[config.mk]
export PLATFORM = sky130hd
export DESIGN_NAME = nfs_ctrl
export DESIGN_NICKNAME = d
export VERILOG_FILES = /design/src/nfs_pkg.sv /design/src/nfs_strobe.sv /design/src/nfs_ctrl.sv
export SDC_FILE = /design/constraint.sdc
export NUM_CORES = 1
export LEC_CHECK = 0
export BUFFER_PORTS_ARGS = -buffer_cell sky130_fd_sc_hd__buf_2
export CORE_UTILIZATION = 52
export DETAILED_ROUTE_END_ITERATION = 16
export PLACE_DENSITY = 0.77
export SLEW_MARGIN = 5
export SYNTH_ARGS = -nofsm -noshare
export SYNTH_HDL_FRONTEND = slang
export SYNTH_SLANG_ARGS = --single-unit
export TNS_END_PERCENT = 5
[constraint.sdc]
create_clock -name clk -period 5.1 [get_ports clk]
set_input_delay 0.255 -clock clk [delete_from_list [all_inputs] [get_ports clk]]
set_output_delay 0.255 -clock clk [all_outputs]
set_load 0.02 [all_outputs]
[src/nfs_pkg.sv]
package nfs_pkg;
  // Device command codes
  localparam logic [7:0] CMD_ERASE_SETUP = 8'h60;
  localparam logic [7:0] CMD_ERASE_CONFIRM = 8'hD0;
  localparam logic [7:0] CMD_ERASE_QUEUE = 8'hD1;
  localparam logic [7:0] CMD_STATUS = 8'h70;
  localparam logic [7:0] CMD_STATUS_ENH = 8'h78;
  localparam logic [7:0] CMD_RESET = 8'hFF;
  localparam logic [7:0] CMD_GET_FEAT = 8'hEE;
  localparam logic [7:0] CMD_SET_FEAT = 8'hEF;
  localparam logic [7:0] CMD_READ = 8'h00;
  // Feature addresses of the device
  localparam logic [7:0] FEAT_DRIVE = 8'h80;
  localparam logic [7:0] FEAT_PULLDOWN = 8'h81;
  localparam int FEAT_BYTES = 4;
  // Status bits of the device
  localparam int SR_FAIL_BIT = 0;
  localparam int SR_RDY_BIT = 6;
  localparam int SR_ARDY_BIT = 5;
  // Array geometry
  localparam int NUM_BLOCKS = 2048;
  localparam int PAGES_PER_BLOCK = 64;
  localparam int PAGE_BYTES = 2112;
  localparam int ROW_CYCLES = 3;
  localparam int PLANE_BIT = 6;
  // Own register map (byte addresses)
  localparam logic [7:0] REG_CTRL = 8'h00;
  localparam logic [7:0] REG_ADDR = 8'h04;
  localparam logic [7:0] REG_WDATA = 8'h08;
  localparam logic [7:0] REG_STAT = 8'h0C;
  localparam logic [7:0] REG_RDATA = 8'h10;
  // Control fields
  localparam int CTRL_OP_LSB = 0;
  localparam int CTRL_OP_W = 3;
  localparam int CTRL_GO_BIT = 8;
  // Operation codes
  localparam logic [2:0] OP_ERASE = 3'h0;
  localparam logic [2:0] OP_ERASE2 = 3'h1;
  localparam logic [2:0] OP_RESET = 3'h2;
  localparam logic [2:0] OP_GETF = 3'h3;
  localparam logic [2:0] OP_SETF = 3'h4;
  localparam logic [2:0] OP_STATUS_ENH = 3'h5;
  // Strobe timing
  localparam int STROBE_NS = 40;
  localparam int CLK_NS = 20;
  localparam int STROBE_CYC = (STROBE_NS + CLK_NS - 1) / CLK_NS;
  // Register reset values
  localparam logic [31:0] RST_WORD = 32'h0000_0000;
  typedef enum logic [1:0] {NFS_CMD, NFS_ADR, NFS_WR, NFS_RD} nfs_cyc_t;
endpackage

[src/nfs_strobe.sv]
`timescale 1ns/10ps
// One bus cycle on the flash pins: latch strobes and one write or read strobe
module nfs_strobe #(
  parameter int HOLD = nfs_pkg::STROBE_CYC
) (
  input wire logic clk,
  input wire logic rst,
  input wire logic ce,
  input wire logic start,
  input wire nfs_pkg::nfs_cyc_t kind,
  input wire logic [7:0] wbyte,
  input wire logic [7:0] io_in,
  output logic done,
  output logic [7:0] rbyte,
  output logic cmd_latch,
  output logic addr_latch,
  output logic write_strobe_n,
  output logic read_strobe_n,
  output logic [7:0] io_out,
  output logic io_oe
);
  typedef struct packed {
    logic busy;
    logic phase;
    logic [7:0] cnt;
    nfs_pkg::nfs_cyc_t kind;
    logic [7:0] rbyte;
    logic [7:0] io;
    logic done;
  } nfs_stb_t;
  nfs_stb_t s_q, s_d;

  // Low half of the strobe then high half, data sampled at the rising edge
  always_comb begin
    s_d = s_q;
    s_d.done = 1'b0;
    if (!s_q.busy) begin
      if (start) begin
        s_d.busy = 1'b1;
        s_d.phase = 1'b0;
        s_d.cnt = 8'(HOLD);
        s_d.kind = kind;
        s_d.io = wbyte;
      end
    end else if (s_q.cnt > 8'h01) begin
      s_d.cnt = s_q.cnt - 8'h01;
    end else if (!s_q.phase) begin
      // Rising strobe: reads capture the bus here
      s_d.phase = 1'b1;
      s_d.cnt = 8'(HOLD);
      if (s_q.kind == nfs_pkg::NFS_RD) begin
        s_d.rbyte = io_in;
      end
    end else begin
      s_d.busy = 1'b0;
      s_d.done = 1'b1;
    end
  end

  // State register
  always_ff @(posedge clk or posedge rst) begin
    if (rst) begin
      s_q <= '0;
    end else if (ce) begin
      s_q <= s_d;
    end
  end

  assign done = s_q.done;
  assign rbyte = s_q.rbyte;
  assign cmd_latch = s_q.busy && s_q.kind == nfs_pkg::NFS_CMD;
  assign addr_latch = s_q.busy && s_q.kind == nfs_pkg::NFS_ADR;
  assign write_strobe_n = !(s_q.busy && !s_q.phase && s_q.kind != nfs_pkg::NFS_RD);
  assign read_strobe_n = !(s_q.busy && !s_q.phase && s_q.kind == nfs_pkg::NFS_RD);
  assign io_out = s_q.io;
  assign io_oe = s_q.busy && s_q.kind != nfs_pkg::NFS_RD;
endmodule // nfs_strobe

[src/nfs_ctrl.sv]
`timescale 1ns/10ps
module nfs_ctrl (
  input wire logic clk,
  input wire logic rst,
  input wire logic ce,
  // AHB-Lite slave
  input wire logic hsel,
  input wire logic [7:0] haddr,
  input wire logic [1:0] htrans,
  input wire logic hwrite,
  input wire logic [2:0] hsize,
  input wire logic [31:0] hwdata,
  input wire logic hready,
  output logic hreadyout,
  output logic hresp,
  output logic [31:0] hrdata,
  // Flash pins
  input wire logic ready_busy_n,
  input wire logic [7:0] io_in,
  output logic [7:0] io_out,
  output logic io_oe,
  output logic cmd_latch,
  output logic addr_latch,
  output logic write_strobe_n,
  output logic read_strobe_n,
  output logic chip_enable_n
);
  typedef enum logic [3:0] {
    S_IDLE, S_CMD1, S_ADDR, S_CMD2, S_DATA, S_WAIT_LO, S_WAIT_HI,
    S_POLL_CMD, S_POLL_RD, S_REREAD, S_READ, S_DONE
  } nfs_st_t;

  typedef struct packed {
    nfs_st_t st;
    logic [2:0] op;
    logic second;
    logic [23:0] row;
    logic [31:0] wdata;
    logic [31:0] rdata;
    logic [7:0] status;
    logic [1:0] idx;
    logic busy;
    logic err;
    logic start;
    nfs_pkg::nfs_cyc_t kind;
    logic [7:0] wbyte;
    logic wr_pend;
    logic [7:0] wr_addr;
  } nfs_reg_t;

  nfs_reg_t r_q, r_d;
  logic stb_done;
  logic [7:0] stb_rbyte;
  logic [31:0] rd_mux;

  ////////////////////////////////////////////////////////////////////////////
  // Pin cycle engine
  nfs_strobe u_strobe (
    .clk(clk),
    .rst(rst),
    .ce(ce),
    .start(r_q.start),
    .kind(r_q.kind),
    .wbyte(r_q.wbyte),
    .io_in(io_in),
    .done(stb_done),
    .rbyte(stb_rbyte),
    .cmd_latch(cmd_latch),
    .addr_latch(addr_latch),
    .write_strobe_n(write_strobe_n),
    .read_strobe_n(read_strobe_n),
    .io_out(io_out),
    .io_oe(io_oe)
  );

  ////////////////////////////////////////////////////////////////////////////
  // Register read mux
  always_comb begin
    unique case (r_q.wr_addr)
      nfs_pkg::REG_CTRL: rd_mux = {29'h0, r_q.op};
      nfs_pkg::REG_ADDR: rd_mux = {8'h00, r_q.row};
      nfs_pkg::REG_WDATA: rd_mux = r_q.wdata;
      nfs_pkg::REG_STAT: rd_mux = {22'h0, r_q.err, r_q.busy, r_q.status};
      nfs_pkg::REG_RDATA: rd_mux = r_q.rdata;
      default: rd_mux = nfs_pkg::RST_WORD;
    endcase
  end

  ////////////////////////////////////////////////////////////////////////////
  // Sequencer and bus slave
  always_comb begin
    r_d = r_q;
    r_d.start = 1'b0;
    // Address phase capture; writes land in the next cycle
    if (hsel && hready && htrans[1]) begin
      r_d.wr_pend = hwrite;
      r_d.wr_addr = haddr;
    end else if (hready) begin
      r_d.wr_pend = 1'b0;
    end
    if (r_q.wr_pend) begin
      unique case (r_q.wr_addr)
        nfs_pkg::REG_ADDR: r_d.row = hwdata[23:0];
        nfs_pkg::REG_WDATA: r_d.wdata = hwdata;
        nfs_pkg::REG_CTRL: begin
          if (r_q.st == S_IDLE) begin
            // A late write must not switch the sequence halfway through
            r_d.op = hwdata[nfs_pkg::CTRL_OP_LSB +: nfs_pkg::CTRL_OP_W];
          end
          if (hwdata[nfs_pkg::CTRL_GO_BIT] && r_q.st == S_IDLE) begin
            r_d.busy = 1'b1;
            r_d.err = 1'b0;
            r_d.second = 1'b0;
            r_d.st = S_CMD1;
          end
        end
        default: ;
      endcase
    end
    unique case (r_q.st)
      S_IDLE: ;
      S_CMD1: begin
        r_d.start = 1'b1;
        r_d.kind = nfs_pkg::NFS_CMD;
        r_d.idx = 2'd0;
        unique case (r_q.op)
          nfs_pkg::OP_ERASE, nfs_pkg::OP_ERASE2: r_d.wbyte = nfs_pkg::CMD_ERASE_SETUP;
          nfs_pkg::OP_RESET: r_d.wbyte = nfs_pkg::CMD_RESET;
          nfs_pkg::OP_GETF: r_d.wbyte = nfs_pkg::CMD_GET_FEAT;
          nfs_pkg::OP_SETF: r_d.wbyte = nfs_pkg::CMD_SET_FEAT;
          default: r_d.wbyte = nfs_pkg::CMD_STATUS_ENH;
        endcase
        r_d.st = S_ADDR;
      end
      S_ADDR: if (stb_done) begin
        r_d.start = 1'b1;
        r_d.kind = nfs_pkg::NFS_ADR;
        if (r_q.op == nfs_pkg::OP_RESET) begin
          // reset: no address, wait for busy time
          r_d.start = 1'b0;
          r_d.st = S_WAIT_LO;
        end else if (r_q.op == nfs_pkg::OP_GETF || r_q.op == nfs_pkg::OP_SETF) begin
          r_d.wbyte = r_q.row[7:0];
          r_d.st = (r_q.op == nfs_pkg::OP_SETF) ? S_DATA : S_WAIT_LO;
          r_d.idx = 2'd0;
        end else begin
          // plane bit forced per address set
          r_d.wbyte = r_q.row[8*r_q.idx +: 8];
          if (r_q.op == nfs_pkg::OP_ERASE2 && r_q.idx == 2'd0) begin
            r_d.wbyte[nfs_pkg::PLANE_BIT] = r_q.second;
          end
          if (r_q.op == nfs_pkg::OP_STATUS_ENH && r_q.idx == 2'(nfs_pkg::ROW_CYCLES - 1)) begin
            r_d.st = S_POLL_RD;
          end else if (r_q.idx == 2'(nfs_pkg::ROW_CYCLES - 1)) begin
            r_d.st = S_CMD2;
          end
          r_d.idx = r_q.idx + 2'd1;
        end
      end
      S_CMD2: if (stb_done) begin
        // queue with D1h first pass, finish with D0h
        r_d.start = 1'b1;
        r_d.kind = nfs_pkg::NFS_CMD;
        r_d.wbyte = (r_q.op == nfs_pkg::OP_ERASE2 && !r_q.second) ?
                    nfs_pkg::CMD_ERASE_QUEUE : nfs_pkg::CMD_ERASE_CONFIRM;
        r_d.st = S_WAIT_LO;
      end
      S_DATA: if (stb_done) begin
        // four parameter bytes, byte 1 first
        r_d.start = 1'b1;
        r_d.kind = nfs_pkg::NFS_WR;
        r_d.wbyte = r_q.wdata[8*r_q.idx +: 8];
        r_d.idx = r_q.idx + 2'd1;
        if (r_q.idx == 2'(nfs_pkg::FEAT_BYTES - 1)) begin
          r_d.st = S_WAIT_LO;
        end
      end
      // Strobe idle: no start pending and no write cycle in flight
      S_WAIT_LO: if (stb_done || (!io_oe && !r_q.start)) begin
        if (!ready_busy_n) begin
          r_d.st = S_WAIT_HI;
        end
      end
      S_WAIT_HI: if (ready_busy_n) begin
        r_d.st = S_POLL_CMD;
      end
      S_POLL_CMD: begin
        r_d.start = 1'b1;
        r_d.kind = nfs_pkg::NFS_CMD;
        r_d.wbyte = nfs_pkg::CMD_STATUS;
        r_d.st = S_POLL_RD;
      end
      S_POLL_RD: if (stb_done) begin
        r_d.start = 1'b1;
        r_d.kind = nfs_pkg::NFS_RD;
        r_d.st = S_REREAD;
      end
      S_REREAD: if (stb_done) begin
        r_d.status = stb_rbyte;
        r_d.err = stb_rbyte[nfs_pkg::SR_FAIL_BIT];
        if (r_q.op == nfs_pkg::OP_ERASE2 && !r_q.second) begin
          // second half is again an erase
          r_d.second = 1'b1;
          r_d.st = S_CMD1;
        end else if (r_q.op == nfs_pkg::OP_GETF) begin
          r_d.start = 1'b1;
          r_d.kind = nfs_pkg::NFS_CMD;
          r_d.wbyte = nfs_pkg::CMD_READ;
          r_d.idx = 2'd0;
          r_d.st = S_READ;
        end else begin
          r_d.st = S_DONE;
        end
      end
      S_READ: if (stb_done) begin
        if (r_q.kind == nfs_pkg::NFS_RD) begin
          r_d.rdata[8*r_q.idx +: 8] = stb_rbyte;
          r_d.idx = r_q.idx + 2'd1;
        end
        if (r_q.kind == nfs_pkg::NFS_RD && r_q.idx == 2'(nfs_pkg::FEAT_BYTES - 1)) begin
          r_d.st = S_DONE;
        end else begin
          r_d.start = 1'b1;
          r_d.kind = nfs_pkg::NFS_RD;
        end
      end
      S_DONE: begin
        r_d.busy = 1'b0;
        r_d.st = S_IDLE;
      end
      default: r_d.st = S_IDLE;
    endcase
  end

  // State register
  always_ff @(posedge clk or posedge rst) begin
    if (rst) begin
      r_q <= '0;
    end else if (ce) begin
      r_q <= r_d;
    end
  end

  assign hreadyout = 1'b1;
  assign hresp = 1'b0;
  assign hrdata = rd_mux;
  assign chip_enable_n = !r_q.busy;
endmodule // nfs_ctrl

# [Word-level counts from Yosys, hierarchy flattened]
# Cells that the tools add are included.
# Widths: inputs -> output; s select.
[word_totals] out_inout_bits=48 memories=0 romBits=0 ram_bits=0 reg_bits=157 latch_bits=0
[classes] n_reduce_logical=53 order_cmp=1 n_eq_ne=39 n_div=0 muxes=74 add_sub_neg=3 shifts=4 n_mul=0 bitwise_logic=3
[ops] operator="$pmux 32 s5" n=1
[ops] operator="$mux 4" n=17
[ops] operator="$mux 64" n=1
[ops] operator="$mux 11" n=5
[ops] operator="$pmux 8 s6" n=1
[ops] operator="$pmux 4 s11" n=1
[ops] operator="$mux 8" n=5
[ops] operator="$neg 5->34" n=1
[ops] operator="$shift 8x34->32 const A" n=1
[ops] operator="$shiftx 8x34->32" n=1
[ops] operator="$bwmux 32" n=1
[ops] operator="$mux 32" n=1
[ops] operator="$pmux 8 s4" n=1
[ops] operator="$shiftx 32x6->8" n=1
[ops] operator="$mux 2" n=13
[ops] operator="$mux 12" n=2
[ops] operator="$mux 24" n=1
[ops] operator="$shiftx 24x6->8" n=1
[ops] operator="$pmux 3 s7" n=1
[ops] operator="$reduce_and 3->1" n=6
[ops] operator="$mux 1" n=17
[ops] operator="$eq 4x3->1 const B" n=4
[ops] operator="$eq 4x4->1 const B" n=4
[ops] operator="$eq 8x4->1 const B" n=2
[ops] operator="37 further kinds" n=88

# [Logic depth before layout (Yosys ltp)]
# Gate-level depths: netlist of the first run.
[depth] ltp_word=11 depth_mapped=9

# [Cells and area by module]
# From an unflattened synthesis of the first run, not the netlist that was laid out.
[hier_totals] hier_cells=800 area_unflattened_um2=8669.6
[modules_own_cells] module="nfs_ctrl" area_per_inst_um2=7174.4 instances=1 cells_each=669
[modules_own_cells] module="nfs_strobe" area_per_inst_um2=1495.2 instances=1 cells_each=131

# [Least setup slack after synthesis of the first run]
# OpenSTA, ideal clock, no wires.
[synth_path] kind="flip-flop to flip-flop" from="register r_q[23] in the netlist's numbering" to="register r_q[42] in the netlist's numbering" setup_slack_ps=2849 path_stages_with_launch=8 setup_ps=83 synth_period_minus_slack_ps=2251 path_buffers=2 arrival_time_ps=2168 path_cell_list="dfrtp_1 > clkbuf_1 > buf_2 > inv_1 > ha_1 > nor3b_1 > nand2_1 > o21ai_0"
[synth_between] elab_chain_len=3 word_cells_on_any_way=4 cone_classes="1 x add/sub; 2 x shift; 1 x mux"
[synth_lines] item="start: declaration" line="nfs_ctrl.sv:51" text="nfs_reg_t r_q, r_d;"
[synth_lines] item="start signal: assignment" line="nfs_ctrl.sv:240" text="r_q <= r_d;"
[synth_lines] item="$neg 5->34 *" line="nfs_ctrl.sv:217" text="r_d.rdata[8*r_q.idx +: 8] = stb_rbyte;"
[synth_lines] item="$shiftx 8x34->32 / $shift 8x34->32 (equally long branches)" line="nfs_ctrl.sv:217"
[synth_lines] item="$bwmux 32 *" line="nfs_ctrl.sv:217"
# Every way passes the cells marked *; elsewhere a longest branch is shown, timed or not.
# A chain may end at the register's enable or synchronous reset.

# [Final worst setup path of the first run]
[layout_path] from="register r_q[125] in the netlist's numbering" to="register r_q[40] in the netlist's numbering"
[layout_between] elab_chain_len=2
[layout_lines] item="$eq 4x4->1" line="nfs_ctrl.sv:120" text="unique case (r_q.st)"
[layout_lines] item="$reduce_and 4->1 (no line)"
# No other way between the ends.

==> metrics.md, run 1 <==
| Metric | Value |
|---|---|
| Mapped Cells | 780 |
| Crit path DAT | 3.23 ns |
| WHS | -0.0138 ns |
| Vias | ~6700 |
| Gr usage total | ~28% |
| Area of the core | 15400 µm² |
| First-pass GRT wire length | about 34 mm |
| Maximum clock frequency | between 300 and 400 MHz |
| Most used cell, CP | nand2_1 |
| Netlist cell types | 70 |
| Max incr delay on CP | between 0.9 and 1 ns |
| Flop pwr share | 46.8% |
| Synthesis-to-layout area growth | 14.3% |
| Ratio of cells with drive above 1 in the final layout | 31.0% |
| Post-route clock period utilization | 57.6% |
| Clock root buffer | clkbuf_16 |
| Skew-Pair Late Insertion Delay | between 0.4 and 0.5 ns |
| Post-CTS Setup Bufs | 0 |
| Detail Placement HPWL | approximately 15 mm |
| Comb pwr share | a little over a tenth |
| Seq/Total Area, Yosys | a little under half |
| CP Class | register to register |
| Status | finished, violations left |
| CP Launch Type | register |
| Pin count of the biggest net entering global routing | 99 |
| RSZ-0062 raised after global routing | false |
| Power Dens Cells | 331 nW/µm² |
| Final setup viols | 0 |
| Post-synth top flop | dfrtp_1 |
| Cell Rows | 45 |
| Max-capacitance violation count | 0 |
| TritonCTS Buffers | 17 |
| Final hold viol count | 10 |
| Sw frac | a little over a quarter |
| DP Area | 8830 µm² |
| DRC violations left | 0 |
| Delay-heaviest family, CP | simple AND/OR/NAND/NOR gates |
| Total congestion overflow | 0 |
| Drt first pass iters | 7 |
| Violated checks | negative hold slack |
| Mean post-synth cell area | between 10 and 15 µm² |
| Vias in the first global route | 6361 |
| Final #Nets | between 900 and 1000 |
| Synthesized area | just over 8000 µm² |
| CTS tree | yes |
| Max-slew violation count | 0 |
| Clock sinks | around 160 |
| Number of enable flip-flop cells after synthesis | 0 |
| Routed Wire Length | between 20 and 25 mm |
| Async SR Flop Fraction | 100% |
| Syn. warnings | 0 |
| Setup crit end kind | register |
| CP max stage cell | dfrtp_1 |
| P_sw | about 0.0008 W |
| Critical-path cell list | nand2b_1, nor4_1, nand2_1, nand2_1, o21ai_0 |
| Total die area | around 16000 µm² |
| WL/cell | around 20 µm |
| Vias/cell | between 6 and 7 |
| CP max FO | 32 |
| Clk pwr share | 42.4% |
| Final Cell Area | between 9000 and 10000 µm² |
| Clock buffer depth | 2 |
| Antenna violations before repair | 0 |
| Total negative slack | 0 ns |
| Worst Skew | about 0.011 ns |
| Seq cells post-synth | 157 |
| Critical path data required time | 5.40 ns |
| IO buf count | ~100 |
| VDD IR max | 0.212 mV |
| # IOs | roughly 110 |
| Crit path time final | around 2.9 ns |
| Slew @ Worst Pin | 1.08 ns |
| Static Leak | approximately 4.5 nW |
| # resized after CTS | 0 |
| CP bufs+invs | 0 |
| Antenna cells | 0 |
| CTS clk-pin slew, worst paths | approximately 0.06 ns |
| Max H-tree Level | 4 |
| Internal | 0.00231 W |
| Final ANT Viol Nets | 0 |
| Cts hold-fix bufs | 0 |
| Initial Util | a little over half |
| Max-slew headroom | about 28% |
| Final RePlAce weighted congestion | around 0.95 |
| Worst Hold Class | input pin to async pin |
| Die Width | 128 µm |
| 1st-iter DRT viols | 632 |
| Chip Height | 128 µm |
| Syn_nets | 849 |
[synthesized netlist by cell type, types with 9 or more instances]
master | count | area share (%)
nor2b_1 | 10 | 0.76
ha_1 | 9 | 1.4
inv_1 | 28 | 1.3
buf_4 | 13 | 1.2
a222oi_1 | 24 | 2.9
nand2_1 | 116 | 5.3
o21ai_0 | 49 | 3.0
dfrtp_1 | 157 | 48
nor3b_1 | 9 | 0.82
a21oi_1 | 13 | 0.79
nand3_1 | 15 | 0.91
nand2b_1 | 11 | 0.83
mux2_2 | 105 | 14
a22o_1 | 16 | 1.7
clkbuf_1 | 34 | 1.5
nor2_1 | 24 | 1.1
[per-layer routing]
| metal | part of all wire [%] | GRT usage (%) | up-vias |
|---|---|---|---|
| li1 | - | - | 3000 |
| met1 | 43 | 37.8 | 3272 |
| met2 | 46 | 42.4 | 331 |
| met3 | 7.3 | 6.05 | 61 |
| met4 | 3.7 | 13.4 | 0 |
| met5 | 0 | 0 | - |
[placed cells by master (no fill, tap or decap), drive strengths merged, types with 5 or more instances in the layout]
master  instances
nor2           26
dfrtp         157
and3            7
mux2          105
inv            29
o21ai          50
nand2         116
ha              9
nand4           6
nor4            8
mux4            5
buf           108
nor2b          10
nor3            9
a22o           16
nand2b         11
o211ai          6
and2            5
a222oi         24
nand3          15
o31ai           6
clkbuf         23
mux2i           7
a21oi          13
a32oi           5
a22oi           7
nor3b           9
[logic make-up after synthesis]
logic type      share of synthesized area (%)
simple gates                             14.9
xor+xnor                                0.742
buf+inv                                  4.51
compound gates                           14.4
flops                                    47.5
other cells                            0.0908
fa+ha+maj                                1.36
mux                                      16.5
[registers in the layout, summed over array words and instances, names as in the netlist]
signal / count
u_strobe.s_q: 12
r_q: 128
u_strobe.rbyte: 8
u_strobe.io_out: 8
u_strobe.done: 1
[metrics by stage]
step           power, W  setup slack (ns)  cells  utilization (%)
6_report        0.00313              2.16   1075             61.5
5_1_grt         0.00325              1.88   1075             61.5
4_1_cts         0.00314              2.23   1075             61.5
3_5_place_dp    0.00182              2.28   1043             57.4
3_3_place_gp    0.00181              2.25   1043             57.4
2_1_floorplan   0.00170             0.610    780                -
[final cells by class]
| class | instances | area [µm²] |
|---|---|---|
| timing repair buffer | 108 | 558 |
| tap | 211 | 264 |
| clock buffer | 23 | 488 |
| multi-input combinational | 539 | 3970 |
| clock inverter | 9 | 133 |
| sequential | 157 | 3930 |
| inverter | 28 | 110 |
| fill | 1272 | 5920 |
[power by group through the flow]
stage	combinational (W)	clock (W)	sequential, W
6_report	0.000340	0.00133	0.00146
5_1_grt	0.000380	0.00139	0.00148
4_1_cts	0.000342	0.00134	0.00146
3_5_place_dp	0.000339	0	0.00148
3_3_place_gp	0.000329	0	0.00148
2_1_floorplan	0.000277	0	0.00143
[path summary, 6_finish.rpt]
path | start | to | slack (ns) | depth (start not counted)
max in group asynchronous | rst | r_q[8] | 3.83 | 3
min in group clk | hwdata[28] | r_q[92] | 0.05 | 2
worst max-delay path | r_q[125] | r_q[40] | 2.16 | 5
worst min-delay path | rst | r_q[65] | -0.01 | 2
worst max register to register | r_q[125] | r_q[40] | 2.16 | 5
worst min register to register | r_q[60] | r_q[60] | 0.48 | 2
No activity file was read; power rests on OpenSTA's default activity.
==> inputs of run 2 (changes only) <==
Clock period 5.1 ns to 2.8 ns, I/O delays scaled along.
==> run 2 against run 1 <==
Compared with the run above:
- the flow still finishes with violations (negative hold slack)
- die area is the same
- clock power grew 74%
- first-iteration DRC count grew 40%
- combinational power grew 100%
- core utilization grew 3.7 points
- clock-buffer cell count shrank 5
- cell count grew 6.0%
- worst setup slack lost 2.0 ns
- critical path type is now register to primary output
- largest cell class unchanged
- highest routed layer unchanged
==> metrics.md, run 2 (same netlist as run 1, synthesis figures left out) <==
| Metric | Value |
|---|---|
| Detail Placement HPWL | approximately 15 mm |
| Cell Rows | 45 |
| Max reg flops | approximately 130 |
| Fin cells | 1139 |
| Most frequent cells in the layout | dfrtp_1, nand2_1, mux2_2 |
| Worst Hold Class | input pin to async pin |
| Ratio of cells with drive above 1 in the final layout | a little under a third |
| Final hold viol count | 47 |
| Setup slack, reg-to-reg | 0.27 ns |
| Clock buffer depth | 2 |
| Max-slew violation count | 0 |
| # resized after CTS | 0 |
| CP max FO | 32 |
| 1st-iter DRT viols | around 890 |
| R2R Path Start | r_q[124] |
| Maximum clock frequency | ~370 MHz |
| Final core occ | around two thirds |
| Largest regs | r_q (128), u_strobe.s_q (12) |
| Total congestion overflow | 0 |
| Total negative slack | 0 ns |
| CP Depth | 6 |
| Worst r2r path cells | 7 |
| Gr usage total | between 20% and 30% |
| Crit path DAT | 2.53 ns |
| Clock sinks | ~160 |
| Delay-heaviest family, CP | simple AND/OR/NAND/NOR gates |
| WL/cell | between 15 and 20 µm |
| CP bufs+invs | 2 |
| Chip Height | around 130 µm |
| Setup crit end kind | primary output |
| Drt first pass iters | 6 |
| IO buf count | 101 |
| Antenna violations before repair | 0 |
| Pin count of the biggest net entering global routing | between 150 and 200 |
| Post-CTS Setup Bufs | 0 |
| Slew @ Worst Pin | about 0.84 ns |
| Violated checks | negative hold slack |
| CTS clk-pin slew, worst paths | ~0.06 ns |
| CTS tree | yes |
| Final setup viols | 0 |
| WHS | -0.0673 ns |
| RSZ-0062 raised after global routing | false |
| Max-capacitance violation count | 0 |
| Final ANT Viol Nets | 0 |
| Crit path time final | roughly 2.7 ns |
| Vias/cell | ~6.0 |
| Commonest non-fill, non-tap cell in the layout | dfrtp_1 |
| Skew-Pair Late Insertion Delay | about 0.44 ns |
| Worst Skew | around 0.011 ns |
| CP Class | register to primary output |
| Area of the core | 15400 µm² |
| Largest reg by FF count | r_q |
| Power Dens Cells | between 500 and 600 nW/µm² |
| Die Width | between 100 and 150 µm |
| Max H-tree Level | 4 |
| VDD IR max | 0.664 mV |
| Worst R2R End | r_q[46] |
| # IOs | about 110 |
| Antenna cells | 0 |
| Fill count | around 1200 |
| First-pass GRT wire length | about 36 mm |
| Status | finished, violations left |
| Routed Wire Length | ~23 mm |
| TritonCTS Buffers | 17 |
| Critical-path cell list | nor4_1, and3_1, buf_4, a222oi_1, nand2_1, buf_2 |
| CP max stage cell | nor4_1 |
| Vias | 6886 |
| Final Cell Area | around 10000 µm² |
| Critical Path Source | r_q[1] |
| Post-route clock period utilization | roughly 96% |
| Final RePlAce weighted congestion | roughly 0.9 |
| Synthesis-to-layout area growth | 21.3% |
| Final #Nets | just under 1000 |
| Cell count after placement | ~1100 |
| CP Launch Type | register |
| Vias in the first global route | ~7000 |
| DRC violations left | 0 |
| Critical path data required time | 2.66 ns |
| Max-slew headroom | 44.0% |
| Clock root buffer | clkbuf_16 |
| Static Leak | 4.77 nW |
| Max incr delay on CP | 0.59 ns |
| Initial Util | 53.8% |
| Cts hold-fix bufs | 47 |
| Total die area | 16400 µm² |
| DP Area | roughly 9000 µm² |
==> run 2: cell count changes in the layout (fill, tap and decap cells not counted), moves of 3 or more <==
| cell | before | now |
|---|---|---|
| inv_6 | 2 | 5 |
| dlygate4sd3_1 | 0 | 47 |
| clkbuf_8 | 4 | 0 |
| buf_4 | 7 | 23 |
==> run 2: area by class of cell <==
class	count	area (µm²)	area share [%]
clock buffers	18	429	4.28
inverters	28	109	1.09
clock inverters	14	158	1.57
repair buffers	172	1170	11.7
flip-flops and latches	157	3930	39.2
well taps	211	264	2.63
multi-input cells	539	3970	39.6
==> run 2: routing by layer <==
layer,GRT usage (%),up-vias,share of wire [%]
met4,10.9,0,3.0
li1,-,3120,-
met1,38.1,3342,41
met2,48.0,365,48
met3,6.34,59,8.0
met5,0,-,0
==> run 2: power breakdown <==
part / total [W] / internal (W) / switching [W]
combinational: 0.000696 / 0.000333 / 0.000363
clock: 0.00232 / 0.00133 / 0.000992
sequential: 0.00266 / 0.00243 / 0.000226
==> run 2: how the worst max path moves through the flow <==
stage	slack (ns)	endpoint
6_report	0.13	hrdata[4]
2_1_floorplan	0.55	r_q[42]
3_5_place_dp	0.41	r_q[43]
4_1_cts	0.26	hrdata[4]
5_1_grt	0.1	hrdata[4]
3_3_place_gp	0.42	r_q[44]
==> run 2: worst register-to-register path: cells and delay by family (launching register included) <==
family          cells  cell delay (ns)
buf+inv             2             0.52
simple gates        4             1.17
flops               1             0.60
compound gates      1             0.10
==> run 2: per-stage QoR <==
stage          hold slack [ns]  total power (W)  setup slack (ns)
2_1_floorplan            0.285          0.00310             0.549
3_3_place_gp             0.372          0.00330             0.420
3_5_place_dp             0.376          0.00332             0.413
4_1_cts                0.00667          0.00568             0.259
5_1_grt                 0.0115          0.00588            0.0951
6_report               -0.0673          0.00568             0.125
